[src/rtl/interlock_pkg.sv]
package interlock_pkg;

  // Timing.
  localparam int unsigned CLK_HZ = 40_000_000;
  localparam int unsigned TICK_S = 1;
  localparam int unsigned TICK_CYCLES = CLK_HZ * TICK_S;
  localparam int unsigned MATCH_S = 30;
  localparam logic [4:0] MATCH_TICKS = 5'(MATCH_S / TICK_S);

  // Limits.
  localparam logic [15:0] WINDOW_MAX = 16'hFFFF;
  localparam logic [4:0] THRESH_MAX = 5'h10;

  // Register offsets (byte addresses).
  localparam logic [7:0] REG_CTRL = 8'h00;
  localparam logic [7:0] REG_WINDOW = 8'h04;
  localparam logic [7:0] REG_THRESH = 8'h08;
  localparam logic [7:0] REG_STATUS = 8'h0C;
  localparam logic [7:0] REG_IRQ_STAT = 8'h10;
  localparam logic [7:0] REG_IRQ_MASK = 8'h14;

  // Reset values.
  localparam logic [15:0] WINDOW_RST = 16'h0000;
  localparam logic [4:0] THRESH_RST = 5'h00;
  localparam logic OVERRIDE_RST = 1'b0;

  // Field positions.
  localparam int unsigned CTRL_OVERRIDE_BIT = 0;
  localparam int unsigned STAT_FLAG_BIT = 8;
  localparam int unsigned STAT_ENABLED_BIT = 9;
  localparam int unsigned STAT_LEVER_BIT = 10;
  localparam int unsigned STAT_SESSION_BIT = 11;
  localparam int unsigned STAT_REMOTE_BIT = 12;

  // Interrupt event bits.
  localparam int unsigned IRQ_W = 4;
  localparam int unsigned EV_EXCESS = 0;
  localparam int unsigned EV_DROPPED = 1;
  localparam int unsigned EV_FAILED = 2;
  localparam int unsigned EV_REFUSED = 3;

  // Protection modes.
  localparam logic [2:0] MODE_NORMAL = 3'h0;
  localparam logic [2:0] MODE_PROT_OFF = 3'h1;
  localparam logic [2:0] MODE_NORMAL_SINGLE = 3'h2;
  localparam logic [2:0] MODE_FAST_SINGLE = 3'h3;
  localparam logic [2:0] MODE_FAST = 3'h4;

  typedef enum logic [1:0] {
    SRC_SCADA = 2'h0,
    SRC_PANEL = 2'h1,
    SRC_CONTROLLER = 2'h2
  } cmd_src_t;

  // A request from the supervisory master or the panel.
  typedef struct packed {
    logic valid;
    logic dummy;
    logic [2:0] mode;
  } mode_req_t;

  // A command towards the reclosers.
  typedef struct packed {
    logic valid;
    logic dummy;
    logic [2:0] mode;
    cmd_src_t src;
  } mode_cmd_t;

  typedef enum logic [2:0] {
    MON_IDLE = 3'b001,
    MON_CHECK = 3'b010,
    MON_ISSUE = 3'b100
  } mon_state_t;

endpackage : interlock_pkg

[src/rtl/fault_window.sv]
`timescale 1ns/1ps

// Sliding window of time-stamped line faults; each slot ages on the seconds tick.
module fault_window #(
  parameter int unsigned DEPTH = 16
) (
  // Clock and reset.
  input wire logic clk,
  input wire logic rst_n,
  // Control.
  input wire logic secTick,
  input wire logic clear,
  input wire logic add,
  input wire logic [15:0] windowSec,
  // Result.
  output logic [4:0] count
);

  logic [DEPTH-1:0] slotValid_r;
  logic [15:0] slotAge_r [DEPTH];
  logic [$clog2(DEPTH)-1:0] wrPtr_r;
  logic [4:0] count_nxt;

  always_comb begin
    count_nxt = 5'h00;
    for (int i = 0; i < DEPTH; i++) begin
      count_nxt = count_nxt + 5'(slotValid_r[i]);
    end
  end

  genvar g;
  generate
    for (g = 0; g < DEPTH; g++) begin : gSlot
      wire logic isNew = add && (wrPtr_r == ($clog2(DEPTH))'(g));
      wire logic aged = secTick && slotValid_r[g] && (slotAge_r[g] + 16'h0001 >= windowSec);
      always_ff @(posedge clk) begin
        if (!rst_n || clear) begin
          slotValid_r[g] <= 1'b0;
          slotAge_r[g] <= 16'h0000;
        end else if (isNew) begin
          slotValid_r[g] <= 1'b1;
          slotAge_r[g] <= 16'h0000;
        end else if (aged) begin
          slotValid_r[g] <= 1'b0;
        end else if (secTick && slotValid_r[g]) begin
          slotAge_r[g] <= slotAge_r[g] + 16'h0001;
        end
      end
    end
  endgenerate

  always_ff @(posedge clk) begin
    if (!rst_n || clear) begin
      wrPtr_r <= '0;
      count <= 5'h00;
    end else begin
      if (add) begin
        wrPtr_r <= wrPtr_r + 1'b1;
      end
      count <= count_nxt;
    end
  end

endmodule : fault_window

[src/rtl/control_interlock_fault_rate_monitor.sv]
`timescale 1ns/1ps

module control_interlock_fault_rate_monitor #(
  parameter int unsigned NREC = 3,
  parameter int unsigned NPHASE = 3,
  parameter int unsigned TICK_CYCLES = interlock_pkg::TICK_CYCLES
) (
  // Clock and reset.
  input wire logic clk,
  input wire logic rst_n,
  // Wishbone slave.
  input wire logic cyc_i,
  input wire logic stb_i,
  input wire logic we_i,
  input wire logic [7:0] adr_i,
  input wire logic [3:0] sel_i,
  input wire logic [31:0] dat_i,
  output logic [31:0] dat_o,
  output logic ack_o,
  // Pins from the pole.
  input wire logic [NREC-1:0] leverDown,
  input wire logic sessionActive,
  input wire logic remoteOn,
  input wire logic [3*NREC-1:0] activeMode,
  // Requests and recloser events from the protocol logic.
  input wire interlock_pkg::mode_req_t scadaReq,
  input wire interlock_pkg::mode_req_t panelReq,
  input wire logic [NPHASE-1:0] faultCleared,
  input wire logic cmdBusy,
  input wire logic cmdFail,
  // Command and answers.
  output interlock_pkg::mode_cmd_t cmdOut,
  output logic scadaRefused,
  output logic panelRefused,
  output logic excessFlag,
  output logic irq
);

  ////////////////////////////////////////////////////////////////////////////////
  // Pin synchronisers.

  logic [NREC-1:0] leverMeta_r, leverSync_r;
  logic sessMeta_r, sessSync_r, remMeta_r, remSync_r;
  logic [3*NREC-1:0] modeMeta_r, modeSync_r, modePrev_r;
  logic [1:0] modeArm_r;
  logic modePrevValid_r;

  always_ff @(posedge clk) begin
    if (!rst_n) begin
      leverMeta_r <= '0;
      leverSync_r <= '0;
      sessMeta_r <= 1'b0;
      sessSync_r <= 1'b0;
      remMeta_r <= 1'b0;
      remSync_r <= 1'b0;
      modeMeta_r <= '0;
      modeSync_r <= '0;
    end else begin
      leverMeta_r <= leverDown;
      leverSync_r <= leverMeta_r;
      sessMeta_r <= sessionActive;
      sessSync_r <= sessMeta_r;
      remMeta_r <= remoteOn;
      remSync_r <= remMeta_r;
      modeMeta_r <= activeMode;
      modeSync_r <= modeMeta_r;
    end
  end

  ////////////////////////////////////////////////////////////////////////////////
  // Registers.

  logic override_r;
  logic [15:0] window_r;
  logic [4:0] thresh_r;
  logic [interlock_pkg::IRQ_W-1:0] irqStat_r, irqMask_r, irqSet;
  logic [4:0] faultCount;

  wire logic busReq = cyc_i && stb_i && !ack_o;
  wire logic busWr = busReq && we_i;
  wire logic [31:0] wMask = {{8{sel_i[3]}}, {8{sel_i[2]}}, {8{sel_i[1]}}, {8{sel_i[0]}}};
  wire logic [31:0] wData = dat_i & wMask;
  wire logic wrCtrl = busWr && (adr_i == interlock_pkg::REG_CTRL);
  wire logic wrWindow = busWr && (adr_i == interlock_pkg::REG_WINDOW);
  wire logic wrThresh = busWr && (adr_i == interlock_pkg::REG_THRESH);
  wire logic wrIrqStat = busWr && (adr_i == interlock_pkg::REG_IRQ_STAT);
  wire logic wrIrqMask = busWr && (adr_i == interlock_pkg::REG_IRQ_MASK);
  wire logic [15:0] windowWr = (window_r & ~wMask[15:0]) | wData[15:0];
  wire logic [4:0] threshIn = sel_i[0] ? wData[4:0] : thresh_r;
  // Larger thresholds are clamped to the supported maximum.
  wire logic [4:0] threshWr = (threshIn > interlock_pkg::THRESH_MAX) ?
                              interlock_pkg::THRESH_MAX : threshIn;
  wire logic monEnabled = (thresh_r != 5'h00) && (window_r != 16'h0000);
  wire logic leverAny = |leverSync_r;

  logic [31:0] statusWord;
  always_comb begin
    statusWord = 32'h0000_0000;
    statusWord[4:0] = faultCount;
    statusWord[interlock_pkg::STAT_FLAG_BIT] = excessFlag;
    statusWord[interlock_pkg::STAT_ENABLED_BIT] = monEnabled;
    statusWord[interlock_pkg::STAT_LEVER_BIT] = leverAny;
    statusWord[interlock_pkg::STAT_SESSION_BIT] = sessSync_r;
    statusWord[interlock_pkg::STAT_REMOTE_BIT] = remSync_r;
  end

  wire logic [31:0] rdData =
    (adr_i == interlock_pkg::REG_CTRL) ? {31'h0000_0000, override_r} :
    (adr_i == interlock_pkg::REG_WINDOW) ? {16'h0000, window_r} :
    (adr_i == interlock_pkg::REG_THRESH) ? {27'h000_0000, thresh_r} :
    (adr_i == interlock_pkg::REG_STATUS) ? statusWord :
    (adr_i == interlock_pkg::REG_IRQ_STAT) ? {28'h000_0000, irqStat_r} :
    (adr_i == interlock_pkg::REG_IRQ_MASK) ? {28'h000_0000, irqMask_r} : 32'h0000_0000;

  always_ff @(posedge clk) begin
    if (!rst_n) begin
      ack_o <= 1'b0;
      dat_o <= 32'h0000_0000;
      override_r <= interlock_pkg::OVERRIDE_RST;
      window_r <= interlock_pkg::WINDOW_RST;
      thresh_r <= interlock_pkg::THRESH_RST;
      irqMask_r <= '0;
    end else begin
      ack_o <= busReq;
      dat_o <= (busReq && !we_i) ? rdData : 32'h0000_0000;
      if (wrCtrl && sel_i[0]) begin
        override_r <= dat_i[interlock_pkg::CTRL_OVERRIDE_BIT];
      end
      if (wrWindow) begin
        window_r <= windowWr;
      end
      if (wrThresh) begin
        thresh_r <= threshWr;
      end
      if (wrIrqMask && sel_i[0]) begin
        irqMask_r <= dat_i[interlock_pkg::IRQ_W-1:0];
      end
    end
  end

  // Hardware set wins over a write-one clear in the same cycle.
  wire logic [interlock_pkg::IRQ_W-1:0] irqClr =
    (wrIrqStat && sel_i[0]) ? dat_i[interlock_pkg::IRQ_W-1:0] : '0;

  always_ff @(posedge clk) begin
    if (!rst_n) begin
      irqStat_r <= '0;
      irq <= 1'b0;
    end else begin
      irqStat_r <= (irqStat_r & ~irqClr) | irqSet;
      irq <= |(((irqStat_r & ~irqClr) | irqSet) & irqMask_r);
    end
  end

  ////////////////////////////////////////////////////////////////////////////////
  // Seconds tick and mode-change detection.

  logic [$clog2(TICK_CYCLES)-1:0] tickCnt_r;
  logic secTick_r;

  always_ff @(posedge clk) begin
    if (!rst_n) begin
      tickCnt_r <= '0;
      secTick_r <= 1'b0;
    end else begin
      secTick_r <= (tickCnt_r == ($clog2(TICK_CYCLES))'(TICK_CYCLES - 1));
      tickCnt_r <= (tickCnt_r == ($clog2(TICK_CYCLES))'(TICK_CYCLES - 1)) ?
                   '0 : tickCnt_r + 1'b1;
    end
  end

  // Comparison starts only once the synchroniser holds a real pin sample.
  // Otherwise a non-zero mode at reset release would look like a change.
  wire logic modeChanged = modePrevValid_r && (modeSync_r != modePrev_r);
  wire logic windowClear = modeChanged || !monEnabled;

  always_ff @(posedge clk) begin
    if (!rst_n) begin
      modePrev_r <= '0;
      modeArm_r <= 2'h0;
      modePrevValid_r <= 1'b0;
    end else begin
      modePrev_r <= modeSync_r;
      modeArm_r <= {modeArm_r[0], 1'b1};
      modePrevValid_r <= modeArm_r[1];
    end
  end

  ////////////////////////////////////////////////////////////////////////////////
  // Phase matching of cleared faults.

  logic [NPHASE-1:0] phaseSeen_r;
  logic [4:0] matchLeft_r;

  wire logic faultAny = |faultCleared;
  wire logic matchOpen = (matchLeft_r != 5'h00);
  // A fault merges only if every reporting phase is new to the open match interval.
  wire logic merges = matchOpen && ((faultCleared & phaseSeen_r) == '0);
  wire logic newLineFault = faultAny && !merges && monEnabled && !modeChanged;

  // A merge must not swallow a tick, or the matching interval would stretch.
  always_ff @(posedge clk) begin
    if (!rst_n || windowClear) begin
      phaseSeen_r <= '0;
      matchLeft_r <= 5'h00;
    end else if (newLineFault) begin
      phaseSeen_r <= faultCleared;
      matchLeft_r <= interlock_pkg::MATCH_TICKS;
    end else begin
      if (faultAny && merges) begin
        phaseSeen_r <= phaseSeen_r | faultCleared;
      end
      if (secTick_r && matchOpen) begin
        matchLeft_r <= matchLeft_r - 5'h01;
      end
    end
  end

  // One slot per countable fault, so the count can reach the largest threshold.
  fault_window #(
    .DEPTH(16)
  ) uWindow (
    .clk(clk),
    .rst_n(rst_n),
    .secTick(secTick_r),
    .clear(windowClear),
    .add(newLineFault),
    .windowSec(window_r),
    .count(faultCount)
  );

  ////////////////////////////////////////////////////////////////////////////////
  // Excess monitor: check after a new line fault that arrives in MON_IDLE, then try one command.

  interlock_pkg::mon_state_t monState_r, monState_nxt;
  wire logic overThresh = monEnabled && (faultCount >= thresh_r);
  wire logic blocked = leverAny || sessSync_r || cmdBusy || cmdOut.valid;

  always_comb begin
    case (monState_r)
      interlock_pkg::MON_IDLE: begin
        monState_nxt = newLineFault ? interlock_pkg::MON_CHECK : interlock_pkg::MON_IDLE;
      end
      interlock_pkg::MON_CHECK: begin
        // Wait one cycle so the window count includes the new fault.
        monState_nxt = interlock_pkg::MON_ISSUE;
      end
      interlock_pkg::MON_ISSUE: begin
        monState_nxt = interlock_pkg::MON_IDLE;
      end
      default: begin
        monState_nxt = interlock_pkg::MON_IDLE;
      end
    endcase
  end

  always_ff @(posedge clk) begin
    if (!rst_n) begin
      monState_r <= interlock_pkg::MON_IDLE;
    end else begin
      monState_r <= monState_nxt;
    end
  end

  // A firing that finds the line blocked is dropped, never queued.
  wire logic monFire = (monState_r == interlock_pkg::MON_ISSUE) && overThresh;
  wire logic monGo = monFire && !blocked;
  wire logic monDrop = monFire && blocked;

  ////////////////////////////////////////////////////////////////////////////////
  // Request interlock and command output.

  wire logic clearToAct = !leverAny && !sessSync_r;
  wire logic scadaOk = scadaReq.dummy || (clearToAct && remSync_r);
  wire logic panelOk = clearToAct && (!remSync_r || override_r);
  wire logic scadaGo = scadaReq.valid && scadaOk && !monFire && !cmdBusy && !cmdOut.valid;
  wire logic panelGo = panelReq.valid && panelOk && !monFire && !scadaReq.valid &&
                       !cmdBusy && !cmdOut.valid;

  interlock_pkg::mode_cmd_t cmd_nxt;
  always_comb begin
    cmd_nxt = '0;
    if (monGo) begin
      cmd_nxt.valid = 1'b1;
      cmd_nxt.mode = interlock_pkg::MODE_PROT_OFF;
      cmd_nxt.src = interlock_pkg::SRC_CONTROLLER;
    end else if (scadaGo) begin
      cmd_nxt.valid = 1'b1;
      cmd_nxt.dummy = scadaReq.dummy;
      cmd_nxt.mode = scadaReq.mode;
      cmd_nxt.src = interlock_pkg::SRC_SCADA;
    end else if (panelGo) begin
      cmd_nxt.valid = 1'b1;
      cmd_nxt.mode = panelReq.mode;
      cmd_nxt.src = interlock_pkg::SRC_PANEL;
    end
  end

  always_ff @(posedge clk) begin
    if (!rst_n) begin
      cmdOut <= '0;
      scadaRefused <= 1'b0;
      panelRefused <= 1'b0;
      excessFlag <= 1'b0;
    end else begin
      cmdOut <= cmd_nxt;
      scadaRefused <= scadaReq.valid && !scadaGo;
      panelRefused <= panelReq.valid && !panelGo;
      if (monFire) begin
        excessFlag <= 1'b1;
      end else if (modeChanged) begin
        excessFlag <= 1'b0;
      end
    end
  end

  always_comb begin
    irqSet = '0;
    irqSet[interlock_pkg::EV_EXCESS] = monFire;
    irqSet[interlock_pkg::EV_DROPPED] = monDrop;
    irqSet[interlock_pkg::EV_FAILED] = cmdFail;
    irqSet[interlock_pkg::EV_REFUSED] = (scadaReq.valid && !scadaGo) ||
                                        (panelReq.valid && !panelGo);
  end

endmodule : control_interlock_fault_rate_monitor

[config.mk]
export PLATFORM = sky130hd
export DESIGN_NAME = control_interlock_fault_rate_monitor
export DESIGN_NICKNAME = d
export VERILOG_FILES = /design/src/rtl/interlock_pkg.sv /design/src/rtl/fault_window.sv /design/src/rtl/control_interlock_fault_rate_monitor.sv
export SDC_FILE = /design/constraint.sdc
export NUM_CORES = 1
export LEC_CHECK = 0
export BUFFER_PORTS_ARGS = -buffer_cell sky130_fd_sc_hd__buf_2
export CAP_MARGIN = 5
export CORE_UTILIZATION = 50
export DETAILED_ROUTE_END_ITERATION = 12
export MAX_ROUTING_LAYER = met4
export PLACE_DENSITY = 0.64
export SKIP_LAST_GASP = 1
export SLEW_MARGIN = 40
export SYNTH_ARGS = -nofsm -noshare
export SYNTH_HDL_FRONTEND = slang
export SYNTH_HIERARCHICAL = 1
export SYNTH_SLANG_ARGS = --single-unit
[constraint.sdc]
create_clock -name clk -period 4.09 [get_ports clk]
set_input_delay 0 -clock clk [delete_from_list [all_inputs] [get_ports clk]]
set_output_delay 0 -clock clk [all_outputs]
set_load 0.05 [all_outputs]
==> flow_metrics.py <==
metrics = {
    "routing": {
        "routed_wl_um": 64700,
        "first_iter_violations": 1236,
        "via_count": 19900,
        "wl_per_cell_um": 18.4,
        "avgViaCountPerCell": 5.66,
        "first_pass_iters": 6,
        "ant_nets": 0,
        "drc": 0,
    },
    "clock_tree": {
        "htree_levels": 2,
        "clock-sinks": 417,
        "clock_latency_ns": 0.61,
        "post_cts_resized": 0,
        "cts_root_buf": "clkbuf_16",
        "cts_tree": "done",
        "cts_buffers": 48,
        "clk_pin_slew_ns": 0.06,
        "clock_path_buffers": 3,
    },
    "run": {
        "maxCapViolCount": 0,
    },
    "sta": {
        "slew_headroom": 0.468,
        "tns_ns": 0,
        "timing.final.crit_share": 0.902,
        "hold_violations": 0,
        "hold_slack_ns": 0.0574,
        "tightest_slew_ns": 0.795,
        "max_freq_mhz": 271,
        "period_needed_ns": 3.69,
        "setup_viol": 0,
        "rsz0062_at_grt": "false",
        "finalClockSkew_ns": 0.0276,
        "finalMaxSlewViolations": 0,
    },
    "worst_hold_path": {
        "hp-start": "adr_i[7]",
        "hold_end": "irqStat_r[0]",
        "min_path_type": "in2reg",
        "hold_depth": 6,
    },
    "synth": {
        "ys_warn_count": 6,
        "synth_edf_count": 256,
        "synth_top_flop_cell": "edfxtp_1",
        "yosysSeqAreaShare": 0.419,
        "ys_seq_elements": 417,
        "synth_cell_types": 72,
        "synth.avg_cell_area_um2": 10.1,
        "synth.cell_area_um2": 26000,
        "netlist_instances": 2572,
        "synthArstFlopShare": 0,
    },
    "placed_design": {
        "place_hpwl_um": 43600,
        "numPortBuffers": 86,
        "dp.cells": 3346,
        "place.gp.congestion": 0.899,
    },
    "global_route": {
        "use_met2": 0.417,
        "busiest_layer": "met2",
        "gr-usage-met3": 0.0363,
        "grt_overflow": 0,
        "grt_pass1_vias": 20000,
        "grt_pass1_wl_um": 105000,
        "grt_max_degree": 55,
        "track_usage": 0.255,
        "met1_usage": 0.314,
        "antenna_found_initial": 0,
    },
    "floorplanning": {
        "fp-row-count": 83,
        "core_area_um2": 51400,
        "die-area_um2": 53000,
        "ios": 122,
        "initial_utilization": 0.506,
        "die_x_um": 230,
        "die_h_um": 230,
    },
    "critical_path": {
        "crit_path_end_kind": "register",
        "crit_path_start_kind": "register",
        "critPathKind": "reg2reg",
        "r2r_slack_ns": 0.40,
        "critPathMaxFanout": 17,
        "cp_data_arrival_time_ns": 4.02,
        "r2r_end": "uWindow/slotAge_r[0][75]",
        "cp_cell_sequence": "ha_1 > and4_1 > and3_1 > and3_1 > xor2_1 > ha_1 > nand4_1 > or3_1 > or4_4 > nand4_4 > nand3_1 > buf_4",
        "cp.required_ns": 4.42,
        "critPathMaxStageDelay_ns": 0.46,
        "critPathSlowestCell": "edfxtp_1",
        "r2r_start": "uWindow/slotAge_r[0][64]",
        "ff2ff_path_depth": 12,
    },
    "power_and_ir_drop": {
        "p_leak_nw": 12.5,
        "power_density_nw_per_um2": 304,
        "vdd_drop_max_v": 0.000331,
        "power_mw": 9.13,
    },
    "layout": {
        "num_antenna_cells": 0,
        "finalNonFillerCells": 3524,
        "layout.nets": 3181,
        "area_growth_pct": 15.2,
        "layout-drive-gt1-share": 0.0963,
    },
    "outcome": {
        "status": "finished, final reports clean",
    },
}
-- synth_stat cells, types with 29 or more instances --
cell type  count  area (um^2)
inv_1         95          357
dfxtp_1      161         3220
ha_1         288         3600
nor2_1       224          841
nand2_1      173          649
nand3_1      125          626
edfxtp_1     256         7690
a21oi_1      104          521
and2_1        53          332
nor3_1        55          275
xor2_1       111          972
and3_1        45          282
nor2b_1      232         1450
mux2i_1       29          290
o21ai_0       35          175
xnor2_1      153         1340
nand4_1       79          494
-- metal layers --
layer,vias up,wire length (um)
met1,9543,28300
met3,193,3070
met2,490,30500
met4,0,2790
li1,9707,-
met5,-,0
-- stage by stage --
stage,utilization,instance area [um^2],setup slack (ns)
4_1_cts,0.583,30000,0.404
6_report,0.583,30000,0.400
2_1_floorplan,-,26100,0.408
5_1_grt,0.583,30000,0.173
3_3_place_gp,0.534,27400,0.475
3_5_place_dp,0.534,27400,0.425
-- logic make-up after synthesis --
kind of cell / Yosys count / synth area share
AO/OA/AOI/OAI: 266 / 0.0662
adder cells (fa/ha/maj): 298 / 0.146
other: 1 / 0.000144
flip-flops: 417 / 0.419
AND/OR/NAND/NOR: 1131 / 0.237
buffers and inverters: 157 / 0.0272
multiplexers: 38 / 0.0150
XOR/XNOR: 264 / 0.0888
-- repair_timing --
| item | 4_1_cts | 5_1_grt |
|---|---|---|
| hold endpoints to repair | 92 | 0 |
| setup buffers | 0 | 0 |
| hold buffers | 89 | 0 |
-- layout make-up --
cell class	instances	area, um^2
clock buffers	66	1460
flip-flops and latches	417	10900
multi-input cells	2013	14500
repair buffers	230	1730
well taps	680	851
clock inverters	23	203
inverters	95	357
fillers	4291	21400
-- critical path: cells and delay by family (launching register included) --
kind                       cells  cell delay, ns
xor gates and xnor gates       1            0.15
DFF                            1            0.46
adders and majority gates      2            0.60
and+or+nand+nor                8            1.98
buffers and inverters          1            0.23
-- placed cells by master (no fill, tap or decap), drive strengths merged, types with 6 or more instances in the layout --
master,instances
ha,288
edfxtp,256
nor2b,232
nor2,224
nand2,173
dfxtp,161
xnor2,153
buf,141
nand3,126
xor2,111
a21oi,104
inv,97
dlygate4sd3,89
nand4,89
clkbuf,66
nor3,56
and2,53
and3,45
o21ai,35
mux2i,29
and4,26
a211oi,23
nor4,22
nand2b,20
clkinv,19
or3,18
a22oi,16
conb,16
a31oi,14
nand4b,14
a2111oi,14
o211ai,13
o21a,11
or4,11
fa,10
or2,9
mux2,9
a2bb2oi,9
a311oi,6
-- where the power goes --
part	internal [mW]	total [mW]	leakage, nW	switching [mW]
Sequential	4.43	4.44	4.47	0.0103
Clock	2.63	4.45	0.832	1.82
Combinational	0.103	0.232	7.23	0.129
-- worst max-delay path by stage --
stage / slack [ns] / endpoint / cells after the start / start
6_report: 0.40 / uWindow/slotAge_r[0][75] / 12 / uWindow/slotAge_r[0][64]
5_1_grt: 0.17 / uWindow/slotAge_r[0][24] / 11 / uWindow/slotAge_r[0][16]
2_1_floorplan: 0.41 / uWindow/slotAge_r[1][112] / 11 / uWindow/slotAge_r[1][114]
4_1_cts: 0.40 / uWindow/slotAge_r[1][80] / 12 / uWindow/slotAge_r[1][80]
3_5_place_dp: 0.42 / uWindow/slotAge_r[0][32] / 11 / matchLeft_r[0]
3_3_place_gp: 0.47 / uWindow/slotAge_r[1][87] / 12 / uWindow/slotAge_r[1][80]
-- sequential cells by signal, summed over array words and instances, names as in the netlist, 3 cells and up, named ones only --
name and flops:
cmdOut 7, dat_o 16, irqMask_r 4, irqStat_r 4, leverMeta_r 3, leverSync_r 3, matchLeft_r 5, modeMeta_r 9
modePrev_r 9, modeSync_r 9, monState_r 3, phaseSeen_r 3, thresh_r 5, tickCnt_r 26, uWindow/count 5, uWindow/slotAge_r 256
uWindow/slotValid_r 16, uWindow/wrPtr_r 4
No activity file was read; power rests on OpenSTA's default activity.
